File: src/ssm_map.svh
// Register map, field positions, reset values and timing counts of the supervisor mode block
`ifndef SSM_MAP_SVH
`define SSM_MAP_SVH

// Byte offsets on the register bus
`define SSM_ADDR_W           5
`define SSM_OFS_CORE_CTL     5'h00
`define SSM_OFS_SUPPLY_CTL   5'h04
`define SSM_OFS_STATUS       5'h08
`define SSM_OFS_IRQ_STAT     5'h0c
`define SSM_OFS_IRQ_MASK     5'h10

// Control register fields, same layout on both sides
`define SSM_BIT_SUP_EN       0
`define SSM_BIT_SUP_KEEP     1
`define SSM_BIT_SUP_FP       2
`define SSM_BIT_MON_EN       4
`define SSM_BIT_MON_FP       5
`define SSM_BIT_AUTO         8
`define SSM_CTL_RST          6'h00

// Status register fields
`define SSM_ST_CORE_SUP      0
`define SSM_ST_CORE_MON      2
`define SSM_ST_SUPPLY_SUP    4
`define SSM_ST_SUPPLY_MON    6
`define SSM_ST_WAKE_SLOW     8
`define SSM_ST_HAZARD        9
`define SSM_ST_CORE_SETTLE   10
`define SSM_ST_SUPPLY_SETTLE 11
`define SSM_ST_DEEP          12
`define SSM_ST_LOCKED        13

// Interrupt status and mask fields
`define SSM_IRQ_W            5
`define SSM_IRQ_RST          5'h00
`define SSM_IRQ_CORE_DONE    0
`define SSM_IRQ_SUPPLY_DONE  1
`define SSM_IRQ_HAZ_ENTRY    2
`define SSM_IRQ_EARLY_ENTRY  3
`define SSM_IRQ_LOST_WAKE    4

// Timing
`define SSM_CLK_MHZ          10
`define SSM_SETTLE_FP_NS     2000
`define SSM_SETTLE_NORM_NS   150000
`define SSM_HAZ_WIN_NS       1000
`define SSM_SETTLE_FP_CYC    ((`SSM_SETTLE_FP_NS * `SSM_CLK_MHZ + 999) / 1000)
`define SSM_SETTLE_NORM_CYC  ((`SSM_SETTLE_NORM_NS * `SSM_CLK_MHZ + 999) / 1000)
`define SSM_HAZ_WIN_CYC      ((`SSM_HAZ_WIN_NS * `SSM_CLK_MHZ) / 1000)
`define SSM_SETTLE_CNT_W     11
`define SSM_WIN_CNT_W        4

`endif

File: src/ssm_pkg.sv
// Types shared by the supervisor mode block
package ssm_pkg;

  typedef enum logic [1:0] {
    US_OFF    = 2'b00,
    US_NORMAL = 2'b01,
    US_FULL   = 2'b10
  } unit_state_t;

  typedef enum logic [1:0] {
    PM_ACTIVE = 2'b00,
    PM_DEEP   = 2'b01,
    PM_LOCKED = 2'b10
  } pm_state_t;

  typedef struct packed {
    logic auto_ctrl;
    logic mon_full_perf;
    logic mon_enable;
    logic sup_full_perf;
    logic sup_lpm_keep;
    logic sup_enable;
  } ctl_t;

endpackage

File: src/ssm_top.sv
// Supervisor and monitor mode selection with settle flags and wake hazard detection
//
// Register access over Avalon-MM and the placing of the registers were left to the implementer.
`timescale 1ns/1ps
`include "ssm_map.svh"
module ssm_top (
  // Clock and reset
  input  wire logic                      clk,
  input  wire logic                      rst_n,
  input  wire logic                      ce,
  // Avalon-MM slave
  input  wire logic [`SSM_ADDR_W-1:0]    avs_address,
  input  wire logic                      avs_read,
  input  wire logic                      avs_write,
  input  wire logic [31:0]               avs_writedata,
  input  wire logic [3:0]                avs_byteenable,
  output logic      [31:0]               avs_readdata,
  output logic                           avs_waitrequest,
  // Power mode
  input  wire logic                      lpm_entry,
  input  wire logic                      puc,
  input  wire logic                      wake_irq_pin,
  output logic                           in_deep,
  output logic                           wake,
  output logic                           locked,
  output logic                           irq,
  // Unit states
  output ssm_pkg::unit_state_t           core_sup_state,
  output ssm_pkg::unit_state_t           core_mon_state,
  output ssm_pkg::unit_state_t           supply_sup_state,
  output ssm_pkg::unit_state_t           supply_mon_state,
  output logic                           wake_slow
);

  // Register file and bus state
  ssm_pkg::ctl_t             core_ctl_ff;
  ssm_pkg::ctl_t             nxt_core_ctl;
  ssm_pkg::ctl_t             supply_ctl_ff;
  ssm_pkg::ctl_t             nxt_supply_ctl;
  logic [`SSM_IRQ_W-1:0]     irq_stat_ff;
  logic [`SSM_IRQ_W-1:0]     nxt_irq_stat;
  logic [`SSM_IRQ_W-1:0]     irq_mask_ff;
  logic [`SSM_IRQ_W-1:0]     nxt_irq_mask;
  logic [31:0]               readdata_ff;
  logic [31:0]               nxt_readdata;
  logic                      wait_ff;
  logic                      nxt_wait;
  logic                      irq_ff;
  logic                      nxt_irq;
  // Power state
  ssm_pkg::pm_state_t        pm_ff;
  ssm_pkg::pm_state_t        nxt_pm;
  logic [`SSM_WIN_CNT_W-1:0] win_ff;
  logic [`SSM_WIN_CNT_W-1:0] nxt_win;
  logic                      haz_lat_ff;
  logic                      nxt_haz_lat;
  logic                      wake_ff;
  logic                      nxt_wake;
  logic                      locked_ff;
  logic                      nxt_locked;
  logic                      in_deep_ff;
  logic                      nxt_in_deep;
  // Derived configuration state
  ssm_pkg::unit_state_t      core_sup_ff;
  ssm_pkg::unit_state_t      core_mon_ff;
  ssm_pkg::unit_state_t      supply_sup_ff;
  ssm_pkg::unit_state_t      supply_mon_ff;
  logic                      wake_slow_ff;
  logic                      hazard_ff;
  // Wake pin synchroniser
  logic                      irq_meta_ff;
  logic                      irq_s_ff;
  // Combinational helpers
  ssm_pkg::unit_state_t      core_sup_c;
  ssm_pkg::unit_state_t      core_mon_c;
  ssm_pkg::unit_state_t      supply_sup_c;
  ssm_pkg::unit_state_t      supply_mon_c;
  logic                      deep;
  logic                      core_fast;
  logic                      supply_hit;
  logic                      hazard_c;
  logic                      wr_go;
  logic                      core_wr;
  logic                      supply_wr;
  logic                      core_busy;
  logic                      supply_busy;
  logic                      core_done;
  logic                      supply_done;
  logic                      ev_haz;
  logic                      ev_early;
  logic                      ev_lost;
  logic [15:0]               lane_mask;

  // Control register word from its struct
  function automatic logic [31:0] ctl_word(input ssm_pkg::ctl_t c);
    logic [31:0] w;
    w                   = 32'h0;
    w[`SSM_BIT_SUP_EN]   = c.sup_enable;
    w[`SSM_BIT_SUP_KEEP] = c.sup_lpm_keep;
    w[`SSM_BIT_SUP_FP]   = c.sup_full_perf;
    w[`SSM_BIT_MON_EN]   = c.mon_enable;
    w[`SSM_BIT_MON_FP]   = c.mon_full_perf;
    w[`SSM_BIT_AUTO]     = c.auto_ctrl;
    return w;
  endfunction

  // Byte-lane merge of a write into a control register
  function automatic ssm_pkg::ctl_t ctl_merge(input ssm_pkg::ctl_t c, input logic [15:0] d,
                                              input logic [15:0] m);
    logic [31:0]   cw;
    logic [15:0]   w;
    ssm_pkg::ctl_t r;
    cw              = ctl_word(c);
    w               = (cw[15:0] & ~m) | (d & m);
    r.sup_enable    = w[`SSM_BIT_SUP_EN];
    r.sup_lpm_keep  = w[`SSM_BIT_SUP_KEEP];
    r.sup_full_perf = w[`SSM_BIT_SUP_FP];
    r.mon_enable    = w[`SSM_BIT_MON_EN];
    r.mon_full_perf = w[`SSM_BIT_MON_FP];
    r.auto_ctrl     = w[`SSM_BIT_AUTO];
    return r;
  endfunction

  // Locked still counts as a low-power mode for the mapping
  assign deep = (pm_ff != ssm_pkg::PM_ACTIVE);

  // State mapping of the four units
  ssm_unit_state u_core_sup (
    .enable(core_ctl_ff.sup_enable), .lpm_keep(core_ctl_ff.sup_lpm_keep),
    .full_perf(core_ctl_ff.sup_full_perf), .auto_ctrl(core_ctl_ff.auto_ctrl),
    .deep(deep), .state(core_sup_c));
  ssm_unit_state u_core_mon (
    .enable(core_ctl_ff.mon_enable), .lpm_keep(1'b1),
    .full_perf(core_ctl_ff.mon_full_perf), .auto_ctrl(core_ctl_ff.auto_ctrl),
    .deep(deep), .state(core_mon_c));
  ssm_unit_state u_supply_sup (
    .enable(supply_ctl_ff.sup_enable), .lpm_keep(supply_ctl_ff.sup_lpm_keep),
    .full_perf(supply_ctl_ff.sup_full_perf), .auto_ctrl(supply_ctl_ff.auto_ctrl),
    .deep(deep), .state(supply_sup_c));
  ssm_unit_state u_supply_mon (
    .enable(supply_ctl_ff.mon_enable), .lpm_keep(1'b1),
    .full_perf(supply_ctl_ff.mon_full_perf), .auto_ctrl(supply_ctl_ff.auto_ctrl),
    .deep(deep), .state(supply_mon_c));

  // Hazard: core side first, then the supply side cases
  always_comb begin
    core_fast  = !core_ctl_ff.sup_enable || core_ctl_ff.sup_full_perf ||
                 !core_ctl_ff.mon_enable || core_ctl_ff.mon_full_perf;
    supply_hit = (supply_ctl_ff.sup_enable && !supply_ctl_ff.sup_full_perf &&
                  (!supply_ctl_ff.sup_lpm_keep || supply_ctl_ff.auto_ctrl)) ||
                 (supply_ctl_ff.mon_enable && !supply_ctl_ff.mon_full_perf &&
                  supply_ctl_ff.auto_ctrl);
    hazard_c   = core_fast && supply_hit;
  end

  // Settle timers restart on each accepted control write
  assign wr_go     = avs_write && !wait_ff;
  assign core_wr   = wr_go && (avs_address == `SSM_OFS_CORE_CTL);
  assign supply_wr = wr_go && (avs_address == `SSM_OFS_SUPPLY_CTL);
  assign lane_mask = {{8{avs_byteenable[1]}}, {8{avs_byteenable[0]}}};

  ssm_settle_timer u_core_settle (
    .clk(clk), .rst_n(rst_n), .ce(ce), .start(core_wr),
    .long_sel(!nxt_core_ctl.sup_full_perf), .busy(core_busy), .done(core_done));
  ssm_settle_timer u_supply_settle (
    .clk(clk), .rst_n(rst_n), .ce(ce), .start(supply_wr),
    .long_sel(!nxt_supply_ctl.sup_full_perf), .busy(supply_busy), .done(supply_done));

  // Power mode machine; a hit inside the window locks until reset or clear
  always_comb begin
    nxt_pm      = pm_ff;
    nxt_win     = win_ff;
    nxt_haz_lat = haz_lat_ff;
    nxt_wake    = 1'b0;
    ev_haz      = 1'b0;
    ev_early    = 1'b0;
    ev_lost     = 1'b0;
    case (pm_ff)
      ssm_pkg::PM_ACTIVE: begin
        if (lpm_entry) begin
          nxt_pm      = ssm_pkg::PM_DEEP;
          nxt_win     = `SSM_WIN_CNT_W'(`SSM_HAZ_WIN_CYC);
          nxt_haz_lat = hazard_ff;
          ev_haz      = hazard_ff;
          ev_early    = core_busy || supply_busy;
        end
      end
      ssm_pkg::PM_DEEP: begin
        if (win_ff != '0) begin
          nxt_win = win_ff - `SSM_WIN_CNT_W'(1);
        end
        if (irq_s_ff) begin
          if (haz_lat_ff && (win_ff != '0)) begin
            nxt_pm  = ssm_pkg::PM_LOCKED;
            ev_lost = 1'b1;
          end else begin
            nxt_pm   = ssm_pkg::PM_ACTIVE;
            nxt_wake = 1'b1;
          end
        end
      end
      ssm_pkg::PM_LOCKED: begin
        nxt_pm = ssm_pkg::PM_LOCKED;
      end
      default: begin
        nxt_pm = ssm_pkg::PM_ACTIVE;
      end
    endcase
    if (puc) begin
      nxt_pm   = ssm_pkg::PM_ACTIVE;
      nxt_wake = 1'b0;
    end
    nxt_locked = (nxt_pm == ssm_pkg::PM_LOCKED);
    nxt_in_deep = (nxt_pm != ssm_pkg::PM_ACTIVE);
  end

  // Bus slave: one wait cycle, then a single answer cycle
  always_comb begin
    nxt_core_ctl   = core_ctl_ff;
    nxt_supply_ctl = supply_ctl_ff;
    nxt_irq_mask   = irq_mask_ff;
    nxt_readdata   = readdata_ff;
    nxt_wait       = !((avs_read || avs_write) && wait_ff);
    if (core_wr) begin
      nxt_core_ctl = ctl_merge(core_ctl_ff, avs_writedata[15:0], lane_mask);
    end else if (supply_wr) begin
      nxt_supply_ctl = ctl_merge(supply_ctl_ff, avs_writedata[15:0], lane_mask);
    end else if (wr_go && (avs_address == `SSM_OFS_IRQ_MASK) && avs_byteenable[0]) begin
      nxt_irq_mask = avs_writedata[`SSM_IRQ_W-1:0];
    end
    // Set wins over a same-cycle clear so no event is lost
    nxt_irq_stat = irq_stat_ff;
    if (wr_go && (avs_address == `SSM_OFS_IRQ_STAT) && avs_byteenable[0]) begin
      nxt_irq_stat = irq_stat_ff & ~avs_writedata[`SSM_IRQ_W-1:0];
    end
    nxt_irq_stat[`SSM_IRQ_CORE_DONE]   = nxt_irq_stat[`SSM_IRQ_CORE_DONE] | core_done;
    nxt_irq_stat[`SSM_IRQ_SUPPLY_DONE] = nxt_irq_stat[`SSM_IRQ_SUPPLY_DONE] | supply_done;
    nxt_irq_stat[`SSM_IRQ_HAZ_ENTRY]   = nxt_irq_stat[`SSM_IRQ_HAZ_ENTRY] | ev_haz;
    nxt_irq_stat[`SSM_IRQ_EARLY_ENTRY] = nxt_irq_stat[`SSM_IRQ_EARLY_ENTRY] | ev_early;
    nxt_irq_stat[`SSM_IRQ_LOST_WAKE]   = nxt_irq_stat[`SSM_IRQ_LOST_WAKE] | ev_lost;
    nxt_irq = |(nxt_irq_stat & nxt_irq_mask);
    // Read data is latched as waitrequest falls; unmapped reads give zero
    if (avs_read && wait_ff) begin
      nxt_readdata = 32'h0;
      if (avs_address == `SSM_OFS_CORE_CTL) begin
        nxt_readdata = ctl_word(core_ctl_ff);
      end else if (avs_address == `SSM_OFS_SUPPLY_CTL) begin
        nxt_readdata = ctl_word(supply_ctl_ff);
      end else if (avs_address == `SSM_OFS_STATUS) begin
        nxt_readdata[`SSM_ST_CORE_SUP +: 2]   = core_sup_ff;
        nxt_readdata[`SSM_ST_CORE_MON +: 2]   = core_mon_ff;
        nxt_readdata[`SSM_ST_SUPPLY_SUP +: 2] = supply_sup_ff;
        nxt_readdata[`SSM_ST_SUPPLY_MON +: 2] = supply_mon_ff;
        nxt_readdata[`SSM_ST_WAKE_SLOW]       = wake_slow_ff;
        nxt_readdata[`SSM_ST_HAZARD]          = hazard_ff;
        nxt_readdata[`SSM_ST_CORE_SETTLE]     = core_busy;
        nxt_readdata[`SSM_ST_SUPPLY_SETTLE]   = supply_busy;
        nxt_readdata[`SSM_ST_DEEP]            = deep;
        nxt_readdata[`SSM_ST_LOCKED]          = locked_ff;
      end else if (avs_address == `SSM_OFS_IRQ_STAT) begin
        nxt_readdata[`SSM_IRQ_W-1:0] = irq_stat_ff;
      end else if (avs_address == `SSM_OFS_IRQ_MASK) begin
        nxt_readdata[`SSM_IRQ_W-1:0] = irq_mask_ff;
      end
    end
  end

  // Registers; the wake pin passes two flops before any logic
  always_ff @(posedge clk or negedge rst_n) begin
    if (!rst_n) begin
      core_ctl_ff   <= `SSM_CTL_RST;
      supply_ctl_ff <= `SSM_CTL_RST;
      irq_stat_ff   <= `SSM_IRQ_RST;
      irq_mask_ff   <= `SSM_IRQ_RST;
      readdata_ff   <= 32'h0;
      wait_ff       <= 1'b1;
      irq_ff        <= 1'b0;
      pm_ff         <= ssm_pkg::PM_ACTIVE;
      win_ff        <= '0;
      haz_lat_ff    <= 1'b0;
      wake_ff       <= 1'b0;
      locked_ff     <= 1'b0;
      in_deep_ff    <= 1'b0;
      core_sup_ff   <= ssm_pkg::US_OFF;
      core_mon_ff   <= ssm_pkg::US_OFF;
      supply_sup_ff <= ssm_pkg::US_OFF;
      supply_mon_ff <= ssm_pkg::US_OFF;
      wake_slow_ff  <= 1'b0;
      hazard_ff     <= 1'b0;
      irq_meta_ff   <= 1'b0;
      irq_s_ff      <= 1'b0;
    end else if (ce) begin
      core_ctl_ff   <= nxt_core_ctl;
      supply_ctl_ff <= nxt_supply_ctl;
      irq_stat_ff   <= nxt_irq_stat;
      irq_mask_ff   <= nxt_irq_mask;
      readdata_ff   <= nxt_readdata;
      wait_ff       <= nxt_wait;
      irq_ff        <= nxt_irq;
      pm_ff         <= nxt_pm;
      win_ff        <= nxt_win;
      haz_lat_ff    <= nxt_haz_lat;
      wake_ff       <= nxt_wake;
      locked_ff     <= nxt_locked;
      in_deep_ff    <= nxt_in_deep;
      core_sup_ff   <= core_sup_c;
      core_mon_ff   <= core_mon_c;
      supply_sup_ff <= supply_sup_c;
      supply_mon_ff <= supply_mon_c;
      wake_slow_ff  <= (core_ctl_ff.sup_enable && !core_ctl_ff.sup_full_perf) ||
                       (core_ctl_ff.mon_enable && !core_ctl_ff.mon_full_perf);
      hazard_ff     <= hazard_c;
      irq_meta_ff   <= wake_irq_pin;
      irq_s_ff      <= irq_meta_ff;
    end
  end

  // Outputs, each straight from its flop
  assign avs_readdata     = readdata_ff;
  assign avs_waitrequest  = wait_ff;
  assign in_deep          = in_deep_ff;
  assign wake             = wake_ff;
  assign locked           = locked_ff;
  assign irq              = irq_ff;
  assign core_sup_state   = core_sup_ff;
  assign core_mon_state   = core_mon_ff;
  assign supply_sup_state = supply_sup_ff;
  assign supply_mon_state = supply_mon_ff;
  assign wake_slow        = wake_slow_ff;

  // Run length of the core settle flag; a counter stands in for a long delay range
  logic [`SSM_SETTLE_CNT_W-1:0] core_run_ff;
  logic [`SSM_SETTLE_CNT_W-1:0] nxt_core_run;

  always_comb begin
    nxt_core_run = '0;
    if (core_busy && !core_wr) begin
      nxt_core_run = core_run_ff + `SSM_SETTLE_CNT_W'(1);
    end
  end

  // Run counter register
  always_ff @(posedge clk or negedge rst_n) begin
    if (!rst_n) begin
      core_run_ff <= '0;
    end else if (ce) begin
      core_run_ff <= nxt_core_run;
    end
  end
endmodule

File: src/ssm_unit_state.sv
// Maps one supervisor or monitor setting and power mode to its operating state
`timescale 1ns/1ps
module ssm_unit_state (
  // Settings
  input  wire logic               enable,
  input  wire logic               lpm_keep,
  input  wire logic               full_perf,
  input  wire logic               auto_ctrl,
  // Power mode
  input  wire logic               deep,
  // Result
  output ssm_pkg::unit_state_t    state
);

  // A monitor has no keep bit; it is wired high so manual deep keeps its state
  always_comb begin
    state = ssm_pkg::US_OFF;
    if (!enable) begin
      state = ssm_pkg::US_OFF;
    end else if (!deep) begin
      state = full_perf ? ssm_pkg::US_FULL : ssm_pkg::US_NORMAL;
    end else if (!auto_ctrl) begin
      if (lpm_keep) begin
        state = full_perf ? ssm_pkg::US_FULL : ssm_pkg::US_NORMAL;
      end
    end else if (lpm_keep && full_perf) begin
      state = ssm_pkg::US_NORMAL;
    end
  end

endmodule

File: src/ssm_settle_timer.sv
// Settling delay counter behind one side's settle flag
`timescale 1ns/1ps
`include "ssm_map.svh"
module ssm_settle_timer (
  // Clock and reset
  input  wire logic clk,
  input  wire logic rst_n,
  input  wire logic ce,
  // Control
  input  wire logic start,
  input  wire logic long_sel,
  // Flags
  output logic      busy,
  output logic      done
);

  logic [`SSM_SETTLE_CNT_W-1:0] cnt_ff;
  logic [`SSM_SETTLE_CNT_W-1:0] nxt_cnt;
  logic                         busy_ff;
  logic                         nxt_busy;
  logic                         done_ff;
  logic                         nxt_done;

  // A new write restarts the delay, so the flag covers the latest setting
  always_comb begin
    nxt_cnt  = cnt_ff;
    nxt_busy = busy_ff;
    nxt_done = 1'b0;
    if (start) begin
      nxt_cnt  = long_sel ? `SSM_SETTLE_CNT_W'(`SSM_SETTLE_NORM_CYC)
                          : `SSM_SETTLE_CNT_W'(`SSM_SETTLE_FP_CYC);
      nxt_busy = 1'b1;
    end else if (busy_ff) begin
      nxt_cnt = cnt_ff - `SSM_SETTLE_CNT_W'(1);
      if (cnt_ff == `SSM_SETTLE_CNT_W'(1)) begin
        nxt_busy = 1'b0;
        nxt_done = 1'b1;
      end
    end
  end

  // Registers
  always_ff @(posedge clk or negedge rst_n) begin
    if (!rst_n) begin
      cnt_ff  <= '0;
      busy_ff <= 1'b0;
      done_ff <= 1'b0;
    end else if (ce) begin
      cnt_ff  <= nxt_cnt;
      busy_ff <= nxt_busy;
      done_ff <= nxt_done;
    end
  end

  assign busy = busy_ff;
  assign done = done_ff;

endmodule

File: config.mk
export PLATFORM = sky130hd
export DESIGN_NAME = ssm_top
export DESIGN_NICKNAME = d
export VERILOG_FILES = /design/src/ssm_pkg.sv /design/src/ssm_top.sv /design/src/ssm_unit_state.sv /design/src/ssm_settle_timer.sv
export VERILOG_INCLUDE_DIRS = /design/src /design/src/src
export SDC_FILE = /design/constraint.sdc
export NUM_CORES = 1
export LEC_CHECK = 0
export ABC_AREA = 1
export BUFFER_PORTS_ARGS = -buffer_cell sky130_fd_sc_hd__buf_4
export CAP_MARGIN = 10
export CELL_PAD_IN_SITES_DETAIL_PLACEMENT = 0
export CELL_PAD_IN_SITES_GLOBAL_PLACEMENT = 1
export CORE_MARGIN = 10
export CORE_UTILIZATION = 30
export CTS_BUF_LIST = sky130_fd_sc_hd__clkbuf_8
export CTS_CLUSTER_SIZE = 8
export DETAILED_ROUTE_END_ITERATION = 10
export PLACE_DENSITY_LB_ADDON = 0.1
export SYNTH_ARGS = -nofsm -noshare
export SYNTH_HDL_FRONTEND = slang
export SYNTH_SLANG_ARGS = --single-unit
File: constraint.sdc
create_clock -name clk -period 2.8 [get_ports clk]
set_input_delay 0.28 -clock clk [delete_from_list [all_inputs] [get_ports clk]]
set_output_delay 0.28 -clock clk [all_outputs]
set_load 0.02 [all_outputs]
### Word level (Yosys, flattened, before mapping)

Cells that the tools add are included.

| storage, ports and cells | value |
|---|---|
| register bits | 104 |
| bits in read-only memories | 0 |
| word-level logic and storage cells | 190 |
| memory bits (writable) | 0 |
| latch bits | 0 |
| input bits | 49 |
| output and inout port bits | 46 |
| memories kept | 0 |

| cells by class | value |
|---|---|
| divide/modulo/power cells | 0 |
| reduce and logical (&&, ||, !) cells | 52 |
| shifts and indexed selects | 0 |
| $lt $le $gt $ge | 0 |
| bitwise logic cells | 15 |
| $add $sub $neg | 3 |
| muxes and demuxes | 72 |
| eq/ne operators | 11 |
| multipliers | 0 |

Operators by type and width:

| cell | count |
|---|---|
| $mux 11 | 6 |
| $mux 2 | 22 |
| $mux 5 | 7 |
| $mux 14 | 2 |
| $and 9x9->9 | 3 |
| $mux 1 | 27 |
| $eq 11x1->1 const B | 2 |
| $sub 11x1->11 const B | 2 |
| $logic_and 1x1->1 | 19 |
| $or 9x9->9 | 2 |
| $and 5x5->5 | 2 |
| $eq 5x4->1 const B | 2 |
| $reduce_bool 2->1 | 5 |
| $logic_not 1->1 | 9 |
| $mux 3 | 3 |
| $mux 9 | 1 |
| $not 9->9 | 1 |
| $logic_or 1x1->1 | 8 |
| $mux 4 | 2 |
| $pmux 4 s2 | 1 |
| $reduce_and 2->1 | 4 |
| $pmux 2 s3 | 1 |
| $reduce_and 3->1 | 2 |
| $eq 5x3->1 const B | 1 |
| other kinds (13) | 19 |

### Longest topological paths before layout

Gate-level depths: netlist of the first run.

| logic depth | value |
|---|---|
| depth after elaboration | 9 |
| depth in mapped cells | 11 |
| mapped depth without buffers | 11 |

### Modules after synthesis

A second synthesis of the first run with hierarchy kept.

| second synthesis, totals | value |
|---|---|
| cell total of the unflattened synthesis | 627 |
| area, all modules | 4855.9 um^2 |

Modules (own cells, without submodules):

| module | cells each | seq. area each (um^2) | instances | area an instance (um^2) |
|---|---|---|---|---|
| ssm_top | 393 | 1502.7 | 1 | 3116.7 |
| ssm_settle_timer | 97 | 325.3 | 2 | 762.0 |
| ssm_unit_state | 10 | 0.0 | 4 | 53.8 |

### Least setup slack after synthesis of the first run

No wires, ideal clock.

| timing path | value |
|---|---|
| path type | register to register |
| from | reg wait_ff, in the netlist avs_waitrequest |
| to | reg with a tool-made name |
| path buffers | 0 |
| library setup time | 0.125 ns |
| period minus slack after synthesis | 1.618 ns |
| setup slack | 1.182 ns |
| cell stages (with the launch flop) | 8 |
| arrival | 1.493 ns |
| path through | dfstp_2 inv_1 nand2_1 nor2_8 nand2_4 inv_4 nand2_4 mux2_4 |

RTL lines:

| element | RTL line | source |
|---|---|---|
| start, declared | ssm_top.sv:46 | `logic wait_ff;` |
| start signal, assigned | ssm_top.sv:298 | `wait_ff <= nxt_wait;` |

### Worst setup path after layout of the first run

| timing path | value |
|---|---|
| from | reg pm_ff[0] |
| to | reg irq_ff, in the netlist irq |

| between the ends | value |
|---|---|
| cells in the longest elaborated chain, start to end | 5 |
| elaborated cells on any way between the ends | 10 |
| classes of those cells | eq/ne: 1; mux: 3; bitwise: 4; reduce/logical: 2 |

RTL lines:

| element | RTL line | source |
|---|---|---|
| start, declared | ssm_top.sv:51 | `ssm_pkg::pm_state_t pm_ff;` |
| start signal, assigned | ssm_top.sv:278 | `pm_ff <= ssm_pkg::PM_ACTIVE;` |
| start signal, assigned | ssm_top.sv:300 | `pm_ff <= nxt_pm;` |
| $eq 2x1->1 / $logic_not 2->1 (equally long branches) | ssm_top.sv:178 | `case (pm_ff)` |
| $mux 1 | ssm_top.sv:178 |  |
| $or 1x1->1 (on tied branches) | ssm_top.sv:240, ssm_top.sv:238, ssm_top.sv:239 |  |
| $and 5x5->5 * | ssm_top.sv:241 | `nxt_irq = \|(nxt_irq_stat & nxt_irq_mask);` |
| $reduce_or 5->1 * | ssm_top.sv:241 |  |
| end signal, assigned | ssm_top.sv:299 | `irq_ff <= nxt_irq;` |
| end, declared | ssm_top.sv:48 | `logic irq_ff;` |

Mark *: on every way between the ends. The rest lies on a longest branch, timed or not.
A chain may end at the register's enable or synchronous reset.

==> summary.txt, run 1 <==
Status
  – Status: complete, no violations

CTS
  – CTS HTree Levels: 3
  – CTS clk-pin slew, worst paths: roughly 0.090 ns
  – Clock insertion delay at the later pin of the skew report: 0.37 ns
  – Clock sinks: 86
  – Root buffer cell: clkbuf_8
  – Worst-case clock buffer depth: 2
  – CTS tree: built
  – CTS resizes: 0
  – Clock buffer count from CTS: 9

Routing
  – Highest routed layer: met4
  – Vias per std cell: 4.746
  – Drt total wl: 13.35 mm
  – Antenna-violating nets left: 0
  – Detailed Route Iter0 Violations: 172
  – Met1 wire length: 6.136 mm
  – Met2 Wirelength: 6.213 mm
  – Met3 routed WL: about 900 um
  – Vias post-DR: 3920
  – DRT Pass-1 Iters: 4
  – DRC violation count after routing: 0
  – WL per Instance: 16.17 um

Critical path
  – Cell mode on critical path: nand2_1
  – Critical path arrival: 2.20 ns
  – Critical Path RT: 3.09 ns
  – Top cell family by delay on the critical path: simple AND/OR/NAND/NOR gates
  – Slowest cell delay on critical path: about 0.40 ns
  – WP buf/inv: 1
  – Crit. Startpoint: pm_ff[0]
  – Worst r2r src: pm_ff[0]
  – Worst setup path end: irq
  – Crit-path max FO: 8
  – Crit-path cells: inv_1 -> nand2_1 -> nor2_1 -> o21ai_0 -> nand2_1 -> nand2_1 -> nand2_1 -> nor2_1 -> a21oi_1
  – FF-to-FF setup slack: 0.89 ns
  – CP endpoint kind: register
  – Worst setup SP type: register
  – WP depth: 9
  – Crit Path Class: reg2reg
  – Reg2Reg Depth: 9
  – Worst r2r dst: irq
  – Slowest cell on crit path: dfrtp_1

GRT
  – First-pass GRT wire length: 21.68 mm
  – Largest net degree at the start of global routing: 47
  – All-Layer GR Usage: 13.40%
  – Total gr overflow: 0
  – Vias in the first global route: 4006
  – Initial antenna violation count: 0

Finish
  – Layout net count: 690
  – Share of cells above drive strength 1: 14.58%
  – Antenna diodes: 0
  – Fillers: 1616
  – Syn-to-layout area delta: 15.90%

Run
  – Max-cap violation count: 0

Timing
  – Worst slew pin tran: 0.7023 ns
  – # setup viols final: 0
  – Rel. slew slack: 52.75%
  – Final worst-path cycle share: 68.25%
  – Clock Skews: about 0.018 ns
  – RSZ-0062 raised after global routing: false
  – F_max: 523.3 MHz
  – Minimum clock period: 1.911 ns
  – Setup_tns: 0 ns
  – Hold Vio Cnt, Final: 0
  – Max Slew Vio Count: 0

Synthesis
  – Netlist Area Pre-Place: 4649 um2
  – Area share of the largest cell type after synthesis: about 46%
  – Post-synth EDFFs: 0
  – Most common cell in the netlist: nand2_1
  – Ys async rst share: 100.0%
  – Warning count from the yosys run: 0
  – Area leader, netlist: dfrtp_1
  – Largest family of logic cells by synthesized area: simple AND/OR/NAND/NOR gates
  – Adder-cell area share of the yosys netlist: under 10%
  – Unique cell type count in the Yosys netlist: 47
  – Simple logic cell fraction of the synthesized area: 25.78%
  – Sequential area share after synthesis: ~46%
  – Multiplexer share of the synthesized area: 0.8881%
  – Synth Area in Compound Gates: roughly 14%
  – Synthesized instance count: 578
  – Ys flop type: dfrtp_1
  – Avg Cell Area, Syn: between 8 and 9 um2
  – Post-Synth XOR/XNOR Area: less than 1%
  – Yosys reg bits: 86
  – Top post-synthesis cells by count: nand2_1 (121), dfrtp_1 (85), inv_1 (72), nor2_1 (62), o21ai_0 (53)
  – Area contributors post-synth: dfrtp_1 (46%), nand2_1 (9.8%), inv_1 (5.8%)

Power and ir drop
  – Leak Pwr: 0.002621 uW
  – Highest ir drop seen on vdd: 0.0002722 V
  – Total power: 3409 uW
  – Pwr/cell area: 632.5 nW/um2

Placed design
  – Final GP Congestion: 0.7975
  – Hpwl dp: 10.01 mm
  – Port Buf Inserts: 49

Floorplan
  – Starting density of the core: 30.58%
  – Site row count: 45
  – Core Region: between 15000 and 20000 um2
  – Die height: 144.5 um
  – IO Count: between 90 and 100
  – Die W: 144.5 um
  – Die area: between 20000 and 25000 um2

Worst hold path
  – HP Class: in2reg
==> area by class of cell <==
type | count | area (um2) | area share [%]
Clock buffer | 10 | 137.6 | 2.554
Clock inverter | 6 | 61.31 | 1.138
Inverter | 78 | 295.3 | 5.479
Multi-Input combinational cell | 405 | 2093 | 38.84
Sequential cell | 86 | 2153 | 39.96
Tap cell | 188 | 235.2 | 4.365
Timing Repair Buffer | 53 | 412.9 | 7.662
==> layout by cell type, fill, tap and decap left out, drive strengths merged, types with 2 or more instances in the layout <==
cell type / n
nand2: 126
dfrtp: 85
inv: 78
nor2: 69
o21ai: 56
buf: 52
nand3: 44
a21oi: 26
conb: 18
o22ai: 10
clkbuf: 10
nor3: 9
ha: 8
nand4: 7
a22oi: 5
clkinv: 5
xor2: 4
nor4: 3
a31oi: 3
mux2: 3
o21a: 2
==> report_power, final <==
part	internal, uW	switching [uW]	total, uW
logic	311	565	876
clock network	436	479	915
registers	1450	170	1620
total	2190	1210	3410
==> logic make-up after synthesis <==
kind of cell / Yosys count
xor+xnor: 4
buf+inv: 104
fa+ha+maj: 8
mux: 3
compound gates: 113
flops: 86
simple gates: 259
other cells: 1
==> routing by layer <==
layer	vias to the layer above	GRT usage [%]
met5	-	0
met4	0	3.723
met3	8	4.165
met2	96	20.85
met1	1843	17.52
li1	1973	-
==> per-stage QoR <==
stage          cells  worst slack, ns  utilization, %  hold WS (ns)  cell area, um2
2_1_floorplan    595            1.182               -      -0.01559            4713
3_3_place_gp     809           0.8630           34.07        0.3394            5180
3_5_place_dp     809           0.8316           34.07        0.3321            5180
4_1_cts          826           0.8915           35.45       0.08823            5389
5_1_grt          826           0.7565           35.45       0.09637            5389
6_report         826           0.8891           35.45        0.1136            5389
==> worst min-delay path: stages <==
cell and delay [ns]:
buf_4 0.08, nand2_1 0.04, nand2_1 0.06
==> worst min path at each step <==
| stage | cells after the start | slack, ns | to | startpoint |
|---|---|---|---|---|
| after detailed placement | 1 | 0.33 | u_core_settle.cnt_ff[6] | rst_n |
| after global routing | 3 | 0.1 | irq_meta_ff | wake_irq_pin |
| after global placement | 1 | 0.34 | u_core_settle.cnt_ff[7] | rst_n |
| final | 3 | 0.11 | irq_meta_ff | wake_irq_pin |
| after CTS | 3 | 0.09 | irq_meta_ff | wake_irq_pin |
| after floorplan | 0 | -0.02 | async pin | rst_n |
==> timing repair <==
action	in CTS	in global routing
hold endpoints to repair	39	0
hold buffers	1	0
buffers inserted	0	0
No activity file was read; power rests on OpenSTA's default activity.
==> run 2, diff against run 1 <==
ABC_AREA = 0   (was 1)
clock period = 1.9 ns   (was 2.8 ns; I/O delays follow)
==> run 2 against run 1 <==
Effect of this change: via count shrank 1.6%; global-route usage is 0.22 points lower; sequential share of layout area shrank 1.1 points; worst hold slack lost 0.059 ns; sequential cell count unchanged; register-to-register slack lost 0.83 ns; core utilization rose by 1.1 points; area after synthesis decreased by 0.62%; non-clock buffer count grew 35.
==> summary.txt, run 2 <==
GRT
  – Total gr overflow: 0
  – First-pass GRT wire length: 21.30 mm
  – Largest net degree at the start of global routing: 48
  – All-Layer GR Usage: between 10% and 20%
  – Initial antenna violation count: 0
  – Vias in the first global route: 3822

Routing
  – Antenna-violating nets left: 0
  – Vias per std cell: 5.221
  – DRC violation count after routing: 0
  – DRT Pass-1 Iters: 6
  – WL per Instance: approximately 18 um
  – Vias post-DR: between 3000 and 4000
  – Drt total wl: 13.53 mm
  – Detailed Route Iter0 Violations: 287

Synthesis
  – Area share of the largest cell type after synthesis: between 40% and 50%
  – Netlist Area Pre-Place: 4621 um2
  – Sequential area share after synthesis: 46.60%
  – Ys async rst share: 100.0%
  – Post-synth EDFFs: 0
  – Area contributors post-synth: dfrtp_1 (46%), mux2_2 (4.1%), o21ai_0 (3.7%)
  – Avg Cell Area, Syn: between 9 and 10 um2
  – Most common cell in the netlist: dfrtp_1
  – Top post-synthesis cells by count: dfrtp_1 (85), nand2_1 (44), o21ai_0 (34), nor2_1 (31), nand3_1 (23)
  – Warning count from the yosys run: 0
  – Unique cell type count in the Yosys netlist: 64
  – Ys flop type: dfrtp_1
  – Synthesized instance count: 471
  – Area leader, netlist: dfrtp_1
  – Yosys reg bits: 86

Worst hold path
  – HP Start: lpm_entry
  – HP Class: in2reg
  – WHS Endpoint: win_ff[2]
  – Worst hold stages: 2

Timing
  – Hold Vio Cnt, Final: 0
  – RSZ-0062 raised after global routing: true
  – Rel. slew slack: 64.23%
  – Minimum clock period: 1.836 ns
  – Max Slew Vio Count: 0
  – Clock Skews: between 0.015 and 0.02 ns
  – Final worst-path cycle share: 96.64%
  – Worst slew pin tran: 0.5359 ns
  – # setup viols final: 0
  – F_max: 544.6 MHz

Critical path
  – Critical path arrival: 2.10 ns
  – Slowest cell on crit path: dfstp_2
  – Worst r2r dst: irq
  – Reg2Reg Depth: 5
  – Worst r2r src: avs_waitrequest
  – CP endpoint kind: register
  – Crit Path Class: reg2reg
  – Crit-path max FO: 5
  – Crit-path cells: and3b_2 -> and4_4 -> mux2i_2 -> a21oi_1 -> o32a_1
  – Worst setup SP type: register
  – Critical Path RT: 2.16 ns
  – FF-to-FF setup slack: 0.06 ns
  – Slowest cell delay on critical path: 0.61 ns

Finish
  – Fin area: 5543 um2
  – Most frequent cells in the layout: dfrtp_1 (85), buf_4 (85), nand2_1 (44), o21ai_0 (34), nor2_1 (31)
  – Final Util: 36.60%
  – Syn-to-layout area delta: 19.96%
  – Layout net count: roughly 600
  – Share of cells above drive strength 1: 25.59%
  – Antenna diodes: 0
  – Non-Filler Instances: 739

Floorplan
  – Core Region: 15150 um2
  – Die W: 144.1 um
  – Site row count: 45
  – Die area: 20770 um2
  – Die height: 144.1 um
  – IO Count: 95
  – Starting density of the core: a little under a third

CTS
  – Clock insertion delay at the later pin of the skew report: 0.39 ns
  – Clock sinks: 86
  – CTS HTree Levels: 3
  – Clock buffer count from CTS: 9
  – Root buffer cell: clkbuf_8
  – CTS clk-pin slew, worst paths: 0.10 ns
  – Worst-case clock buffer depth: 2
  – CTS tree: built

Placed design
  – Dpl cell area: 5325 um2
  – Final GP Congestion: 0.8391
  – Port Buf Inserts: 49
  – Hpwl dp: between 10 and 15 mm
  – Placed cell count: 720

Power and ir drop
  – Pwr/cell area: between 800 and 900 nW/um2
  – Leak Pwr: roughly 0.0025 uW
  – Highest ir drop seen on vdd: 0.0003580 V
  – Total power: 4914 uW

Run
  – Max-cap violation count: 0

Status
  – Status: complete, no violations
-- run 2: changes by cell type after synthesis, moves of 7 or more --
cell       before  now
mux2_2          1   17
o21ai_0        53   34
nand2_1       121   44
a22o_1          0   12
o31ai_1         1    8
nand3_1        39   23
nor2_1         62   31
nor3_1          9   18
mux2i_1         0   12
inv_1          72   19
o2bb2ai_1       0   11
-- run 2: repair_timing --
action                     in CTS  in global routing
buffers inserted                0                  2
resized for setup               1                  2
hold endpoints to repair       32                  0
setup endpoints to repair       1                  7
gates cloned                    0                  0
hold buffers                    1                  0
-- run 2: routing by layer --
layer | GRT usage (%) | wire length [um]
met5 | 0 | 0
met4 | 5.105 | 220
met3 | 3.313 | 916
met2 | 19.59 | 6161
met1 | 17.93 | 6231
-- run 2: worst max-delay path: cells and delay by family, from the launching register on --
family / cells / cell delay, ns
AOI/OAI and AO/OA: 2 / 0.45
and+or+nand+nor: 2 / 0.47
muxes: 1 / 0.20
DFF: 1 / 0.61
-- run 2: worst max path at each step --
stage	from	to	depth (start not counted)
final	avs_waitrequest	irq	5
after global routing	win_ff[1]	win_ff[2]	7
after CTS	avs_waitrequest	irq	5
after detailed placement	avs_address[4]	u_supply_settle.cnt_ff[6]	6
after global placement	avs_waitrequest	irq	5
after floorplan	avs_waitrequest	u_core_settle.cnt_ff[8]	7
-- run 2: cell type report --
cell class | instances | area, um2
inverters | 19 | 71.32
flip-flops and latches | 86 | 2153
well taps | 188 | 235.2
multi-input cells | 342 | 2212
clock inverters | 6 | 45.04
repair buffers | 88 | 688.2
clock buffers | 10 | 137.6
fillers | 1545 | 9603
-- run 2: cell families after synthesis --
| logic type | share of synthesized area, % |
|---|---|
| and+or+nand+nor | 17.30 |
| AOI/OAI and AO/OA | 18.63 |
| DFF | 46.60 |
| buffers and inverters | 7.203 |
| muxes | 7.067 |
| adders and majority gates | 2.166 |
| xor gates and xnor gates | 0.9479 |
| other | 0.08116 |
-- run 2: stage by stage --
stage / setup WS, ns / setup TNS (ns) / hold WS (ns)
floorplan: -0.001902 / -0.003790 / -0.1056
global placement: 0.01133 / 0 / 0.2041
CTS: 0.009143 / 0 / 0.02517
finish: 0.06387 / 0 / 0.05413
detailed placement: 0.0007698 / 0 / 0.2119
global route: -0.01429 / -0.01429 / 0.03968
-- run 2: report_power, final --
part / total [uW] / leakage, uW / switching (uW) / internal [uW]
registers: 2470 / 0.00111 / 353 / 2120
logic: 1180 / 0.00126 / 640 / 544
clock network: 1260 / 0.0000853 / 742 / 518
